==> src/logic/uart_fc_pkg.sv <==
// Constants shared by the serial port with frame checking and address match.
// Assumes a single 50 MHz clock and an 8-bit register port.
package uart_fc_pkg;
  // ----------------------------------------------------------------
  // Register addresses
  // ----------------------------------------------------------------
  localparam logic [7:0] ADDR_POWER_CTRL  = 8'h87;
  localparam logic [7:0] ADDR_SERIAL_CTRL = 8'h98;
  localparam logic [7:0] ADDR_DATA_BUF    = 8'h99;
  localparam logic [7:0] ADDR_RATE_RELOAD = 8'h9A;
  localparam logic [7:0] ADDR_RATE_CTRL   = 8'h9B;
  localparam logic [7:0] ADDR_NODE_ADDR   = 8'hA9;
  localparam logic [7:0] ADDR_NODE_MASK   = 8'hB9;
  localparam logic [7:0] ADDR_TIMER2_CTRL = 8'hC8;
  localparam logic [7:0] ADDR_IRQ_STATUS  = 8'hF0;
  localparam logic [7:0] ADDR_IRQ_MASK    = 8'hF1;
  // ----------------------------------------------------------------
  // Field positions
  // ----------------------------------------------------------------
  localparam int SC_MODE0_BIT   = 7;  // Mode bit zero, or frame error flag
  localparam int SC_MODE1_BIT   = 6;
  localparam int SC_MPE_BIT     = 5;
  localparam int SC_RX_EN_BIT   = 4;
  localparam int SC_TX_NINTH    = 3;
  localparam int SC_RX_NINTH    = 2;
  localparam int SC_TX_DONE_BIT = 1;
  localparam int SC_RX_DONE_BIT = 0;
  localparam int PC_DOUBLE_BIT  = 7;
  localparam int PC_FE_EN_BIT   = 6;
  localparam int RC_RUN_BIT     = 4;
  localparam int RC_TX_GEN_BIT  = 3;
  localparam int RC_RX_GEN_BIT  = 2;
  localparam int T2_RX_SEL_BIT  = 5;
  localparam int T2_TX_SEL_BIT  = 4;
  localparam int IRQ_RX_BIT     = 0;
  localparam int IRQ_TX_BIT     = 1;
  localparam int IRQ_FE_BIT     = 2;
  localparam int IRQ_W          = 3;
  // ----------------------------------------------------------------
  // Reset values and counts
  // ----------------------------------------------------------------
  localparam logic [7:0] RESET_BYTE   = 8'h00;
  localparam logic [3:0] SAMPLE_LAST  = 4'hF;  // 16 ticks per bit
  localparam logic [3:0] SAMPLE_MID   = 4'h7;
  localparam logic [3:0] LAST_BIT_8   = 4'h7;
  localparam logic [3:0] LAST_BIT_9   = 4'h8;
  localparam logic [1:0] SHIFT_HALF   = 2'h2;  // Half of a six-cycle shift bit
  localparam logic [1:0] MODE_SHIFT   = 2'h0;
  localparam logic [1:0] MODE_UART8   = 2'h1;

  typedef enum logic [3:0] {
    RX_IDLE  = 4'b0001,
    RX_START = 4'b0010,
    RX_DATA  = 4'b0100,
    RX_STOP  = 4'b1000
  } rx_state_t;

  typedef enum logic [3:0] {
    TX_IDLE  = 4'b0001,
    TX_START = 4'b0010,
    TX_DATA  = 4'b0100,
    TX_STOP  = 4'b1000
  } tx_state_t;
endpackage : uart_fc_pkg

==> src/logic/addr_match_if.sv <==
// Carries a received address and the node address bytes to the matcher.
// Assumes both ends sit in the same clock domain; the match is combinational.
`timescale 1ns/1ps
interface addr_match_if;
  logic [7:0] rx_addr;
  logic [7:0] node_addr;
  logic [7:0] node_mask;
  logic       match;
  modport matcher (input rx_addr, input node_addr, input node_mask, output match);
  modport user    (output rx_addr, output node_addr, output node_mask, input match);
endinterface : addr_match_if

==> src/logic/address_matcher.sv <==
// Compares a received address against the given and broadcast addresses.
// Assumes the caller samples the result only when a frame completes.
`timescale 1ns/1ps
module address_matcher (
  addr_match_if.matcher am
);
  // ----------------------------------------------------------------
  // Compare
  // ----------------------------------------------------------------
  wire [7:0] bcast_care = am.node_addr | am.node_mask;
  // Mask zeros are don't-care bits of the given address
  wire given_hit = ((am.rx_addr ^ am.node_addr) & am.node_mask) == 8'h00;
  // Zeros of the OR are don't-care; every one must be received as one
  wire bcast_hit = (~am.rx_addr & bcast_care) == 8'h00;
  assign am.match = given_hit | bcast_hit;
endmodule : address_matcher

==> src/logic/rate_generator.sv <==
// Internal bit-rate generator: an 8-bit counter reloaded on overflow.
// Assumes the reload value is held steady while the generator runs.
`timescale 1ns/1ps
module rate_generator (
  input  wire logic       clk_i,
  input  wire logic       rst_n_i,
  input  wire logic       run_i,
  input  wire logic [7:0] reload_i,
  output logic            tick_o
);
  logic [7:0] cnt_r;

  // ----------------------------------------------------------------
  // Counter
  // ----------------------------------------------------------------
  // Counts up to FF, then restarts from the reload value with a tick
  always_ff @(posedge clk_i or negedge rst_n_i) begin
    if (!rst_n_i) begin
      cnt_r  <= 8'h00;
      tick_o <= 1'b0;
    end else begin
      tick_o <= run_i && (cnt_r == 8'hFF);
      if (!run_i) cnt_r <= reload_i;
      else if (cnt_r == 8'hFF) cnt_r <= reload_i;
      else cnt_r <= cnt_r + 8'h01;
    end
  end
endmodule : rate_generator

==> src/logic/uart_frame_check_addr_match.sv <==
// Serial port with stop-bit checking, hardware address recognition and
// separate transmit and receive rate sources.
// Assumes timer overflow pulses arrive as one-cycle inputs on SYS_CLK_I.
//
// Overview of operation
// - Modes 1, 2, 3 are full duplex; in modes 1 and 3 each direction may run its own rate.
// - Stop-bit checking works in modes 1-3, only while frame_error_enable is set.
// - When checking, an invalid stop bit sets the frame error flag.
// - The frame error flag stays set until software clears it or reset.
// - With checking on, receive done rises at the stop bit, not last data bit.
// - Address recognition is active while multiproc_enable is set.
// - Recognition on: address frames raise receive done only on a match.
// - 8-bit mode: stop bit acts as ninth bit; needs match and valid stop.
// - multiproc_enable has no effect in the shift mode.
// - A node answers its given address or its broadcast address.
// - Given address: node address with mask zeros as don't-care.
// - Broadcast address is address OR mask, zeros being don't-care.
// - Reset clears node address and mask, so any address is accepted.
// - Transmit and receive rate sources are chosen independently.
// - Generator select wins; otherwise timer 2 select, else timer 1.
// - Bit 7 of serial control is the frame error flag while checking is on.
// - Transmit done: after 8th bit in shift mode, at stop start otherwise.
//
// Strobed register access was left to the implementer.
`timescale 1ns/1ps
module uart_frame_check_addr_match
  import uart_fc_pkg::*;
(
  input  wire logic       SYS_CLK_I,
  input  wire logic       RESET_N_I,
  input  wire logic [7:0] ADDR_I,
  input  wire logic [7:0] WR_DATA_I,
  input  wire logic       WR_I,
  input  wire logic       RD_I,
  output logic      [7:0] RD_DATA_O,
  input  wire logic       TIMER1_TICK_I,
  input  wire logic       TIMER2_TICK_I,
  input  wire logic       RXD_I,
  output logic            RXD_O,
  output logic            RXD_OE_O,
  output logic            TXD_O,
  output logic            IRQ_O
);
  import uart_fc_pkg::*;

  // ----------------------------------------------------------------
  // Reset release
  // ----------------------------------------------------------------
  logic rst_meta_r;
  logic rst_n;

  // Two flops so the release is clean to the rest of the block
  always_ff @(posedge SYS_CLK_I or negedge RESET_N_I) begin
    if (!RESET_N_I) begin
      rst_meta_r <= 1'b0;
      rst_n      <= 1'b0;
    end else begin
      rst_meta_r <= 1'b1;
      rst_n      <= rst_meta_r;
    end
  end

  // ----------------------------------------------------------------
  // Declarations
  // ----------------------------------------------------------------
  logic            sm0_r, sm1_r, mpe_r, ren_r, tb8_r, rb8_r, ti_r, ri_r, fe_r;
  logic            fe_en_r, dbl_r, run_r, tx_gen_r, rx_gen_r, tx_t2_r, rx_t2_r;
  logic [7:0]      node_r, mask_r, reload_r, rbuf_r;
  logic [IRQ_W-1:0] stat_r, imask_r;
  logic            brg_tick, m2_div_r, m0_clk_r;
  logic [1:0]      m0_cnt_r;
  tx_state_t       tx_st_r;
  rx_state_t       rx_st_r;
  logic [3:0]      tx_cnt_r, tx_idx_r, rx_cnt_r, rx_idx_r;
  logic [8:0]      tx_sh_r, rx_sh_r;
  logic            tx_line_r;

  addr_match_if am ();

  // ----------------------------------------------------------------
  // Register decode
  // ----------------------------------------------------------------
  wire wr_pc   = WR_I && (ADDR_I == ADDR_POWER_CTRL);
  wire wr_sc   = WR_I && (ADDR_I == ADDR_SERIAL_CTRL);
  wire wr_buf  = WR_I && (ADDR_I == ADDR_DATA_BUF);
  wire wr_rl   = WR_I && (ADDR_I == ADDR_RATE_RELOAD);
  wire wr_rc   = WR_I && (ADDR_I == ADDR_RATE_CTRL);
  wire wr_na   = WR_I && (ADDR_I == ADDR_NODE_ADDR);
  wire wr_nm   = WR_I && (ADDR_I == ADDR_NODE_MASK);
  wire wr_t2   = WR_I && (ADDR_I == ADDR_TIMER2_CTRL);
  wire wr_ist  = WR_I && (ADDR_I == ADDR_IRQ_STATUS);
  wire wr_imk  = WR_I && (ADDR_I == ADDR_IRQ_MASK);
  wire [1:0] mode = {sm0_r, sm1_r};
  wire mode0   = (mode == MODE_SHIFT);
  wire mode1   = (mode == MODE_UART8);
  wire nine    = sm0_r;                    // Modes 2 and 3 carry a ninth bit
  wire mpe_eff = mpe_r && !mode0;

  // Bit 7 reads as the error flag while checking is on
  wire bit7_rd = fe_en_r ? fe_r : sm0_r;
  wire [7:0] sc_rd = {bit7_rd, sm1_r, mpe_r, ren_r, tb8_r, rb8_r, ti_r, ri_r};
  wire [7:0] rd_mux =
    (ADDR_I == ADDR_POWER_CTRL)  ? {dbl_r, fe_en_r, 6'h00} :
    (ADDR_I == ADDR_SERIAL_CTRL) ? sc_rd :
    (ADDR_I == ADDR_DATA_BUF)    ? rbuf_r :
    (ADDR_I == ADDR_RATE_RELOAD) ? reload_r :
    (ADDR_I == ADDR_RATE_CTRL)   ? {3'h0, run_r, tx_gen_r, rx_gen_r, 2'h0} :
    (ADDR_I == ADDR_NODE_ADDR)   ? node_r :
    (ADDR_I == ADDR_NODE_MASK)   ? mask_r :
    (ADDR_I == ADDR_TIMER2_CTRL) ? {2'h0, rx_t2_r, tx_t2_r, 4'h0} :
    (ADDR_I == ADDR_IRQ_STATUS)  ? {5'h00, stat_r} :
    (ADDR_I == ADDR_IRQ_MASK)    ? {5'h00, imask_r} : 8'h00;

  // ----------------------------------------------------------------
  // Rate sources
  // ----------------------------------------------------------------
  rate_generator u_rate_gen (
    .clk_i    (SYS_CLK_I),
    .rst_n_i  (rst_n),
    .run_i    (run_r),
    .reload_i (reload_r),
    .tick_o   (brg_tick)
  );

  // Each direction picks its own source; generator first, then timer 2
  wire tx_src = tx_gen_r ? brg_tick : (tx_t2_r ? TIMER2_TICK_I : TIMER1_TICK_I);
  wire rx_src = rx_gen_r ? brg_tick : (rx_t2_r ? TIMER2_TICK_I : TIMER1_TICK_I);
  // Mode 2 runs at clock/32, or clock/16 when doubled
  wire m2_tick = dbl_r | m2_div_r;
  wire tx_tick = (mode == 2'h2) ? m2_tick : tx_src;
  wire rx_tick = (mode == 2'h2) ? m2_tick : rx_src;
  wire half_tick = (m0_cnt_r == SHIFT_HALF);

  // Fixed dividers for the shift mode and mode 2
  always_ff @(posedge SYS_CLK_I or negedge rst_n) begin
    if (!rst_n) begin
      m2_div_r <= 1'b0;
      m0_cnt_r <= 2'h0;
    end else begin
      m2_div_r <= !m2_div_r;
      m0_cnt_r <= half_tick ? 2'h0 : m0_cnt_r + 2'h1;
    end
  end

  // ----------------------------------------------------------------
  // Shift mode clock
  // ----------------------------------------------------------------
  // Idles high; transmit data changes and receive data is taken on the rise
  wire m0_busy = mode0 && ((tx_st_r == TX_DATA) || (rx_st_r == RX_DATA));
  wire m0_rise = half_tick && m0_busy && !m0_clk_r;

  always_ff @(posedge SYS_CLK_I or negedge rst_n) begin
    if (!rst_n) m0_clk_r <= 1'b1;
    else if (!m0_busy) m0_clk_r <= 1'b1;
    else if (half_tick) m0_clk_r <= !m0_clk_r;
  end

  // ----------------------------------------------------------------
  // Transmitter
  // ----------------------------------------------------------------
  wire tx_bit_end = tx_tick && (tx_cnt_r == SAMPLE_LAST);
  wire [3:0] tx_last = nine ? LAST_BIT_9 : LAST_BIT_8;
  // A write while busy, or while a shift-mode receive owns the clock, is dropped
  wire tx_load = wr_buf && (tx_st_r == TX_IDLE) && !(mode0 && rx_st_r != RX_IDLE);
  wire tx_done_async = (tx_st_r == TX_DATA) && !mode0 && tx_bit_end && (tx_idx_r == tx_last);
  wire tx_done_m0 = (tx_st_r == TX_DATA) && mode0 && m0_rise && (tx_idx_r == LAST_BIT_8);
  wire tx_done_ev = tx_done_async | tx_done_m0;

  always_ff @(posedge SYS_CLK_I or negedge rst_n) begin
    if (!rst_n) begin
      tx_st_r   <= TX_IDLE;
      tx_cnt_r  <= 4'h0;
      tx_idx_r  <= 4'h0;
      tx_sh_r   <= 9'h000;
      tx_line_r <= 1'b1;
    end else begin
      if (tx_tick) tx_cnt_r <= tx_cnt_r + 4'h1;
      unique case (tx_st_r)
        TX_IDLE: begin
          if (tx_load) begin
            tx_sh_r  <= {tb8_r, WR_DATA_I};
            tx_idx_r <= 4'h0;
            tx_cnt_r <= 4'h0;
            tx_st_r  <= mode0 ? TX_DATA : TX_START;
            tx_line_r <= mode0 ? WR_DATA_I[0] : 1'b0;
          end
        end
        TX_START: begin
          if (tx_bit_end) begin
            tx_line_r <= tx_sh_r[0];
            tx_st_r   <= TX_DATA;
          end
        end
        TX_DATA: begin
          if (mode0 ? m0_rise : tx_bit_end) begin
            if (tx_done_ev) begin
              tx_line_r <= 1'b1;
              tx_st_r   <= mode0 ? TX_IDLE : TX_STOP;
            end else begin
              tx_line_r <= tx_sh_r[1];
              tx_sh_r   <= {1'b0, tx_sh_r[8:1]};
              tx_idx_r  <= tx_idx_r + 4'h1;
            end
          end
        end
        TX_STOP: begin
          if (tx_bit_end) tx_st_r <= TX_IDLE;
        end
      endcase
    end
  end

  // ----------------------------------------------------------------
  // Receiver
  // ----------------------------------------------------------------
  wire rx_sample = rx_tick && (rx_cnt_r == SAMPLE_LAST);
  wire [3:0] rx_last = nine ? LAST_BIT_9 : LAST_BIT_8;
  wire rx_last_async = (rx_st_r == RX_DATA) && !mode0 && rx_sample && (rx_idx_r == rx_last);
  wire rx_stop_smp = (rx_st_r == RX_STOP) && rx_sample;
  wire rx_done_m0 = (rx_st_r == RX_DATA) && mode0 && m0_rise && (rx_idx_r == LAST_BIT_8);
  // Holding the decision for the stop bit lets it be checked first
  wire defer = fe_en_r || (mode1 && mpe_eff);
  wire decide = (rx_last_async && !defer) || (rx_stop_smp && defer);
  wire [8:0] cur_sh = (rx_st_r == RX_STOP) ? rx_sh_r : {RXD_I, rx_sh_r[8:1]};
  wire [7:0] rx_byte = nine ? cur_sh[7:0] : cur_sh[8:1];
  wire stop_val = (rx_st_r == RX_STOP) ? RXD_I : 1'b1;
  wire ninth_eff = nine ? cur_sh[8] : stop_val;
  // Zero ninth bit means data, dropped while filtering; one means address
  wire rx_accept = !ri_r && (!mpe_eff || (ninth_eff && am.match));
  wire rx_done_ev = (decide && rx_accept) || (rx_done_m0 && !ri_r);
  wire fe_ev = rx_stop_smp && fe_en_r && !RXD_I;

  assign am.rx_addr   = rx_byte;
  assign am.node_addr = node_r;
  assign am.node_mask = mask_r;

  address_matcher u_matcher (
    .am (am)
  );

  always_ff @(posedge SYS_CLK_I or negedge rst_n) begin
    if (!rst_n) begin
      rx_st_r  <= RX_IDLE;
      rx_cnt_r <= 4'h0;
      rx_idx_r <= 4'h0;
      rx_sh_r  <= 9'h000;
    end else begin
      if (rx_tick) rx_cnt_r <= rx_cnt_r + 4'h1;
      unique case (rx_st_r)
        RX_IDLE: begin
          rx_idx_r <= 4'h0;
          if (ren_r && mode0 && !ri_r && tx_st_r == TX_IDLE) begin
            rx_st_r <= RX_DATA;
          end else if (ren_r && !mode0 && rx_tick && !RXD_I) begin
            rx_cnt_r <= 4'h1;
            rx_st_r  <= RX_START;
          end
        end
        RX_START: begin
          // A start bit gone high by mid-bit was noise
          if (rx_tick && rx_cnt_r == SAMPLE_MID) begin
            rx_cnt_r <= 4'h0;
            rx_st_r  <= RXD_I ? RX_IDLE : RX_DATA;
          end
        end
        RX_DATA: begin
          if (mode0 ? m0_rise : rx_sample) begin
            rx_sh_r  <= {RXD_I, rx_sh_r[8:1]};
            rx_idx_r <= rx_idx_r + 4'h1;
            if (rx_done_m0) rx_st_r <= RX_IDLE;
            else if (rx_last_async) rx_st_r <= RX_STOP;
          end
        end
        RX_STOP: begin
          if (rx_sample) rx_st_r <= RX_IDLE;
        end
      endcase
    end
  end

  // ----------------------------------------------------------------
  // Registers
  // ----------------------------------------------------------------
  // Hardware sets win over a software clear in the same cycle
  wire ri_nxt = rx_done_ev | (wr_sc ? WR_DATA_I[SC_RX_DONE_BIT] : ri_r);
  wire ti_nxt = tx_done_ev | (wr_sc ? WR_DATA_I[SC_TX_DONE_BIT] : ti_r);
  wire fe_wr  = wr_sc && fe_en_r;
  wire fe_nxt = fe_ev | (fe_wr ? WR_DATA_I[SC_MODE0_BIT] : fe_r);
  wire [IRQ_W-1:0] ev = {fe_ev, tx_done_ev, rx_done_ev};
  wire [IRQ_W-1:0] stat_nxt = ev | (stat_r & ~(wr_ist ? WR_DATA_I[IRQ_W-1:0] : 3'h0));

  always_ff @(posedge SYS_CLK_I or negedge rst_n) begin
    if (!rst_n) begin
      {sm0_r, sm1_r, mpe_r, ren_r, tb8_r, rb8_r, ti_r, ri_r} <= RESET_BYTE;
      fe_r     <= 1'b0;
      fe_en_r  <= 1'b0;
      dbl_r    <= 1'b0;
      run_r    <= 1'b0;
      tx_gen_r <= 1'b0;
      rx_gen_r <= 1'b0;
      tx_t2_r  <= 1'b0;
      rx_t2_r  <= 1'b0;
      node_r   <= RESET_BYTE;
      mask_r   <= RESET_BYTE;
      reload_r <= RESET_BYTE;
      rbuf_r   <= RESET_BYTE;
      stat_r   <= 3'h0;
      imask_r  <= 3'h0;
    end else begin
      ri_r   <= ri_nxt;
      ti_r   <= ti_nxt;
      fe_r   <= fe_nxt;
      stat_r <= stat_nxt;
      if (wr_sc) begin
        if (!fe_en_r) sm0_r <= WR_DATA_I[SC_MODE0_BIT];
        sm1_r <= WR_DATA_I[SC_MODE1_BIT];
        mpe_r <= WR_DATA_I[SC_MPE_BIT];
        ren_r <= WR_DATA_I[SC_RX_EN_BIT];
        tb8_r <= WR_DATA_I[SC_TX_NINTH];
      end
      // Received ninth bit, or in 8-bit mode the stop bit if the decision waits for it, else one
      if (rx_done_ev) rb8_r <= ninth_eff;
      else if (wr_sc) rb8_r <= WR_DATA_I[SC_RX_NINTH];
      if (rx_done_ev) rbuf_r <= mode0 ? cur_sh[8:1] : rx_byte;
      if (wr_pc) begin
        dbl_r   <= WR_DATA_I[PC_DOUBLE_BIT];
        fe_en_r <= WR_DATA_I[PC_FE_EN_BIT];
      end
      if (wr_rc) begin
        run_r    <= WR_DATA_I[RC_RUN_BIT];
        tx_gen_r <= WR_DATA_I[RC_TX_GEN_BIT];
        rx_gen_r <= WR_DATA_I[RC_RX_GEN_BIT];
      end
      if (wr_t2) begin
        tx_t2_r <= WR_DATA_I[T2_TX_SEL_BIT];
        rx_t2_r <= WR_DATA_I[T2_RX_SEL_BIT];
      end
      if (wr_na) node_r <= WR_DATA_I;
      if (wr_nm) mask_r <= WR_DATA_I;
      if (wr_rl) reload_r <= WR_DATA_I;
      if (wr_imk) imask_r <= WR_DATA_I[IRQ_W-1:0];
    end
  end

  // ----------------------------------------------------------------
  // Output flops
  // ----------------------------------------------------------------
  // Read data stands only in the cycle after the strobe
  always_ff @(posedge SYS_CLK_I or negedge rst_n) begin
    if (!rst_n) begin
      RD_DATA_O <= 8'h00;
      TXD_O     <= 1'b1;
      RXD_O     <= 1'b1;
      RXD_OE_O  <= 1'b0;
      IRQ_O     <= 1'b0;
    end else begin
      RD_DATA_O <= RD_I ? rd_mux : 8'h00;
      TXD_O     <= mode0 ? m0_clk_r : tx_line_r;
      RXD_O     <= tx_line_r;
      RXD_OE_O  <= mode0 && (tx_st_r == TX_DATA);
      IRQ_O     <= |(stat_nxt & imask_r);
    end
  end
endmodule : uart_frame_check_addr_match

==> config.mk <==
export PLATFORM = sky130hd
export DESIGN_NAME = uart_frame_check_addr_match
export DESIGN_NICKNAME = d
export VERILOG_FILES = /design/src/logic/uart_fc_pkg.sv /design/src/logic/addr_match_if.sv /design/src/logic/address_matcher.sv /design/src/logic/rate_generator.sv /design/src/logic/uart_frame_check_addr_match.sv
export SDC_FILE = /design/constraint.sdc
export NUM_CORES = 1
export LEC_CHECK = 0
export BUFFER_PORTS_ARGS = -buffer_cell sky130_fd_sc_hd__buf_2
export CORE_MARGIN = 2
export CORE_UTILIZATION = 30
export DETAILED_ROUTE_END_ITERATION = 12
export GPL_TIMING_DRIVEN = 0
export SYNTH_ARGS = -nofsm -noshare
export SYNTH_HDL_FRONTEND = slang
export SYNTH_SLANG_ARGS = --single-unit
==> constraint.sdc <==
create_clock -name SYS_CLK_I -period 10.8 [get_ports SYS_CLK_I]
set_clock_uncertainty 0.05 [all_clocks]
set_input_delay 2.16 -clock SYS_CLK_I [delete_from_list [all_inputs] [get_ports SYS_CLK_I]]
set_output_delay 2.16 -clock SYS_CLK_I [all_outputs]
set_load 0.1 [all_outputs]
==> run_results.csv <==
group,metric,value,unit
drt,routed_wl,17.6,mm
worst_setup_path,cp_num_buf_inv,2,
logic_synthesis,syn_nets,651,
die,dieArea,0.0229,sq mm
global_routing,grt_max_degree,47,
worst_setup_path,crit_chain,"clkbuf_1 -> nand2_1 -> nor3_1 -> and2_1 -> nand2_1 -> nor2_1 -> nor2_1 -> clkbuf_1 -> nand2_1 -> o21ai_0",
logic_synthesis,ys_ff_latch,124,
die,num_rows,53,
final_layout,area_delta_synth_final,18.6,%
cts,clockRootBuffer,"clkbuf_16",
logic_synthesis,yosysTopAreaCell,"dfrtp_1",
final_layout,final_util,36.5,%
die,initial_utilization,30.8,%
placed_design,gpl.final_weighted_congestion,0.885,
cts,ctsHoldBuffers,0,
drt,vias_per_cell,5.20,
sta,setup-violations-final,0,
logic_synthesis,ys.flop_type,"dfrtp_1",
sta,slew_headroom,15.7,%
cts,clock_sinks,124,
global_routing,antenna_found_initial,0,
final_layout,layout-drive-gt1-share,21.4,%
die,num_io_pins,35,
drt,vias,5017,
logic_synthesis,synthTopCellsByArea,"dfrtp_1, mux2_2, mux2i_1",
logic_synthesis,yosys.area.top_type_share,45.3,%
drt,drt.antenna.violating_nets,0,
cts,cts_tree,"built",
worst_setup_path,cp_top_family,"simple AND/OR/NAND/NOR gates",
power_and_ir_drop,leakagePower,3.53,nW
cts,clk_pin_slew,0.06,ns
global_routing,grt.total_usage,16.3,%
worst_setup_path,startpoint_type,"primary input",
placed_design,dp_hpwl,12.6,mm
die,fp.dieH,151,um
cts,cts_resized,0,
placed_design,dp_cells,933,
placed_design,io_buffers,33,
worst_setup_path,slowest_stage,"nor2_1",
final_layout,num-nets-final,705,
status,status,"finished, final reports clean",
cts,clk_path_buf_depth,2,
logic_synthesis,yosys_warnings,0,
worst_setup_path,worstPathArrival,4.73,ns
global_routing,overflow,0,
logic_synthesis,synth-edff-count,0,
final_layout,regArea,0.00311,sq mm
final_layout,final_area,0.00772,sq mm
drt,drc,0,
cts,clk_latency,0.42,ns
die,core,0.0212,sq mm
sta,drv_slew,0,
final_layout,antenna_cells,0,
logic_synthesis,synth_common_cells,"dfrtp_1, nand2_1, nor2_1",
cts,cts_buffers,17,
drt,wl_per_cell,18.2,um
sta,rsz0062_at_grt,"false",
logic_synthesis,postSynth.asyncResetShare,100,%
sta,setup-tns-final,0,ns
logic_synthesis,ys_types,66,
power_and_ir_drop,vdd_drop_max,116,uV
logic_synthesis,syn_area,0.00651,sq mm
power_and_ir_drop,cellPowerDensity,193,mW/mm^2
logic_synthesis,yosysMostFrequentCell,"dfrtp_1",
sta,worst_pin_slew,1.25,ns
final_layout,stdcell_count,965,
worst_hold_path,hold_class,"reg -> async",
drt,dr.pass1.iters,5,
logic_synthesis,syn_inst,623,
sta,period_minus_slack,4.50,ns
sta,fin_crit_sh,41.7,%
final_layout,multi_input_area,0.00326,sq mm
worst_setup_path,path_max_fanout,10,
cts,cts_setup_buffers,0,
die,chipWidth,151,um
sta,final_hold_viol_count,0,
drt,drtIter0Drc,388,
sta,fmax,0.222,GHz
placed_design,place_area,0.00708,sq mm
final_layout,fillCellCount,2133,
worst_setup_path,cp-end-kind,"flop",
worst_setup_path,crit_required,11.03,ns
worst_setup_path,path_common_cell,"nand2_1",
cts,htreeDepth,4,
logic_synthesis,yosysSeqAreaShare,47.8,%
global_routing,grt_pass1_wl,27.9,mm
worst_setup_path,criticalPathCategory,"in -> reg",
run,timing.max_cap.violations,0,
global_routing,grt_pass1_vias,4942,
logic_synthesis,syn_avg_cell_area,10.5,sq um
worst_setup_path,crit_path_max_incr_delay,0.52,ns
-- metrics by stage --
step | hold slack [ns] | worst slack, ns | total power [mW]
2_1_floorplan | 0.281 | 6.76 | 0.803
3_3_place_gp | 0.284 | 5.47 | 0.871
3_5_place_dp | 0.250 | 5.95 | 0.880
4_1_cts | 0.261 | 6.36 | 1.50
5_1_grt | 0.280 | 6.11 | 1.57
6_report | 0.233 | 6.30 | 1.49
-- kinds of logic after synthesis --
kind of cell,after synthesis,synth area share (%)
AOI/OAI and AO/OA,124,12.2
xor gates and xnor gates,21,2.82
adders and majority gates,5,0.961
buffers and inverters,31,2.23
DFF,124,47.8
muxes,101,17.3
other,1,0.0576
and+or+nand+nor,216,16.7
-- worst paths after layout --
| kind | slack, ns | end | cells after the start | from |
|---|---|---|---|---|
| worst max-delay path | 6.30 | tx_sh_r[1] | 10 | ADDR_I[4] |
| worst min-delay path | 0.23 | tx_sh_r[6] | 0 | rst_n |
| worst max register to register | 7.26 | rbuf_r[2] | 11 | rx_st_r[1] |
| worst min register to register | 0.23 | tx_sh_r[6] | 0 | rst_n |
| max in group asynchronous | 9.13 | rst_n | 1 | RESET_N_I |
| min in group SYS_CLK_I | 0.30 | rst_n | 0 | rst_meta_r |
-- sequential cells by signal, summed over array words and instances (netlist names), 2 cells and up --
name	cells
RD_DATA_O	8
am.node_addr	8
am.node_mask	8
imask_r	3
m0_cnt_r	2
rbuf_r	8
reload_r	8
rx_cnt_r	4
rx_idx_r	4
rx_sh_r	9
rx_st_r	4
stat_r	3
tx_cnt_r	4
tx_idx_r	4
tx_sh_r	9
tx_st_r	4
u_rate_gen.cnt_r	8
-- routing by layer --
metal | vias to the layer above | share of wire (%) | GRT usage (%)
met2 | 145 | 45 | 24.2
met1 | 2458 | 48 | 22.7
met3 | 25 | 5.5 | 4.40
met5 | - | 0 | 0
met4 | 0 | 2.3 | 6.12
li1 | 2389 | - | -
-- cell type report --
| type | count | area share (%) |
|---|---|---|
| buffer | 20 | 1.35 |
| clock buffer | 17 | 5.51 |
| clock inverter | 15 | 2.74 |
| inverter | 11 | 0.535 |
| multi-input combinational | 468 | 42.2 |
| sequential | 124 | 40.3 |
| tap | 275 | 4.46 |
| timing repair buffer | 35 | 2.85 |
-- power by group --
| part | internal, mW | leakage (nW) | switching (mW) |
|---|---|---|---|
| Combinational | 0.106 | 1.57 | 0.165 |
| Clock | 0.390 | 0.309 | 0.227 |
| Sequential | 0.538 | 1.65 | 0.0669 |
-- layout by cell type, fill, tap and decap left out, types with 4 or more instances in the layout --
| cell | netlist | final |
|---|---|---|
| a211oi_1 | 6 | 6 |
| a21o_1 | 5 | 5 |
| a21oi_1 | 25 | 25 |
| a221oi_1 | 4 | 4 |
| and3_1 | 8 | 8 |
| buf_2 | 1 | 34 |
| bufinv_16 | 0 | 4 |
| clkbuf_1 | 15 | 15 |
| clkbuf_16 | 0 | 17 |
| clkinv_4 | 0 | 5 |
| dfrtp_1 | 118 | 117 |
| dfstp_2 | 6 | 6 |
| ha_1 | 5 | 5 |
| inv_1 | 11 | 11 |
| inv_6 | 0 | 4 |
| mux2_2 | 50 | 50 |
| mux2_4 | 6 | 6 |
| mux2i_1 | 41 | 41 |
| nand2_1 | 63 | 63 |
| nand2b_1 | 4 | 4 |
| nand3_1 | 16 | 16 |
| nand3b_1 | 4 | 4 |
| nand4_1 | 6 | 6 |
| nor2_1 | 54 | 54 |
| nor2b_1 | 7 | 7 |
| nor3_1 | 18 | 18 |
| nor4_1 | 6 | 6 |
| nor4b_1 | 5 | 5 |
| o21ai_0 | 42 | 42 |
| o22ai_1 | 11 | 11 |
| or3_1 | 6 | 6 |
| xor2_1 | 18 | 18 |
Power figures use the tool's default switching activity.
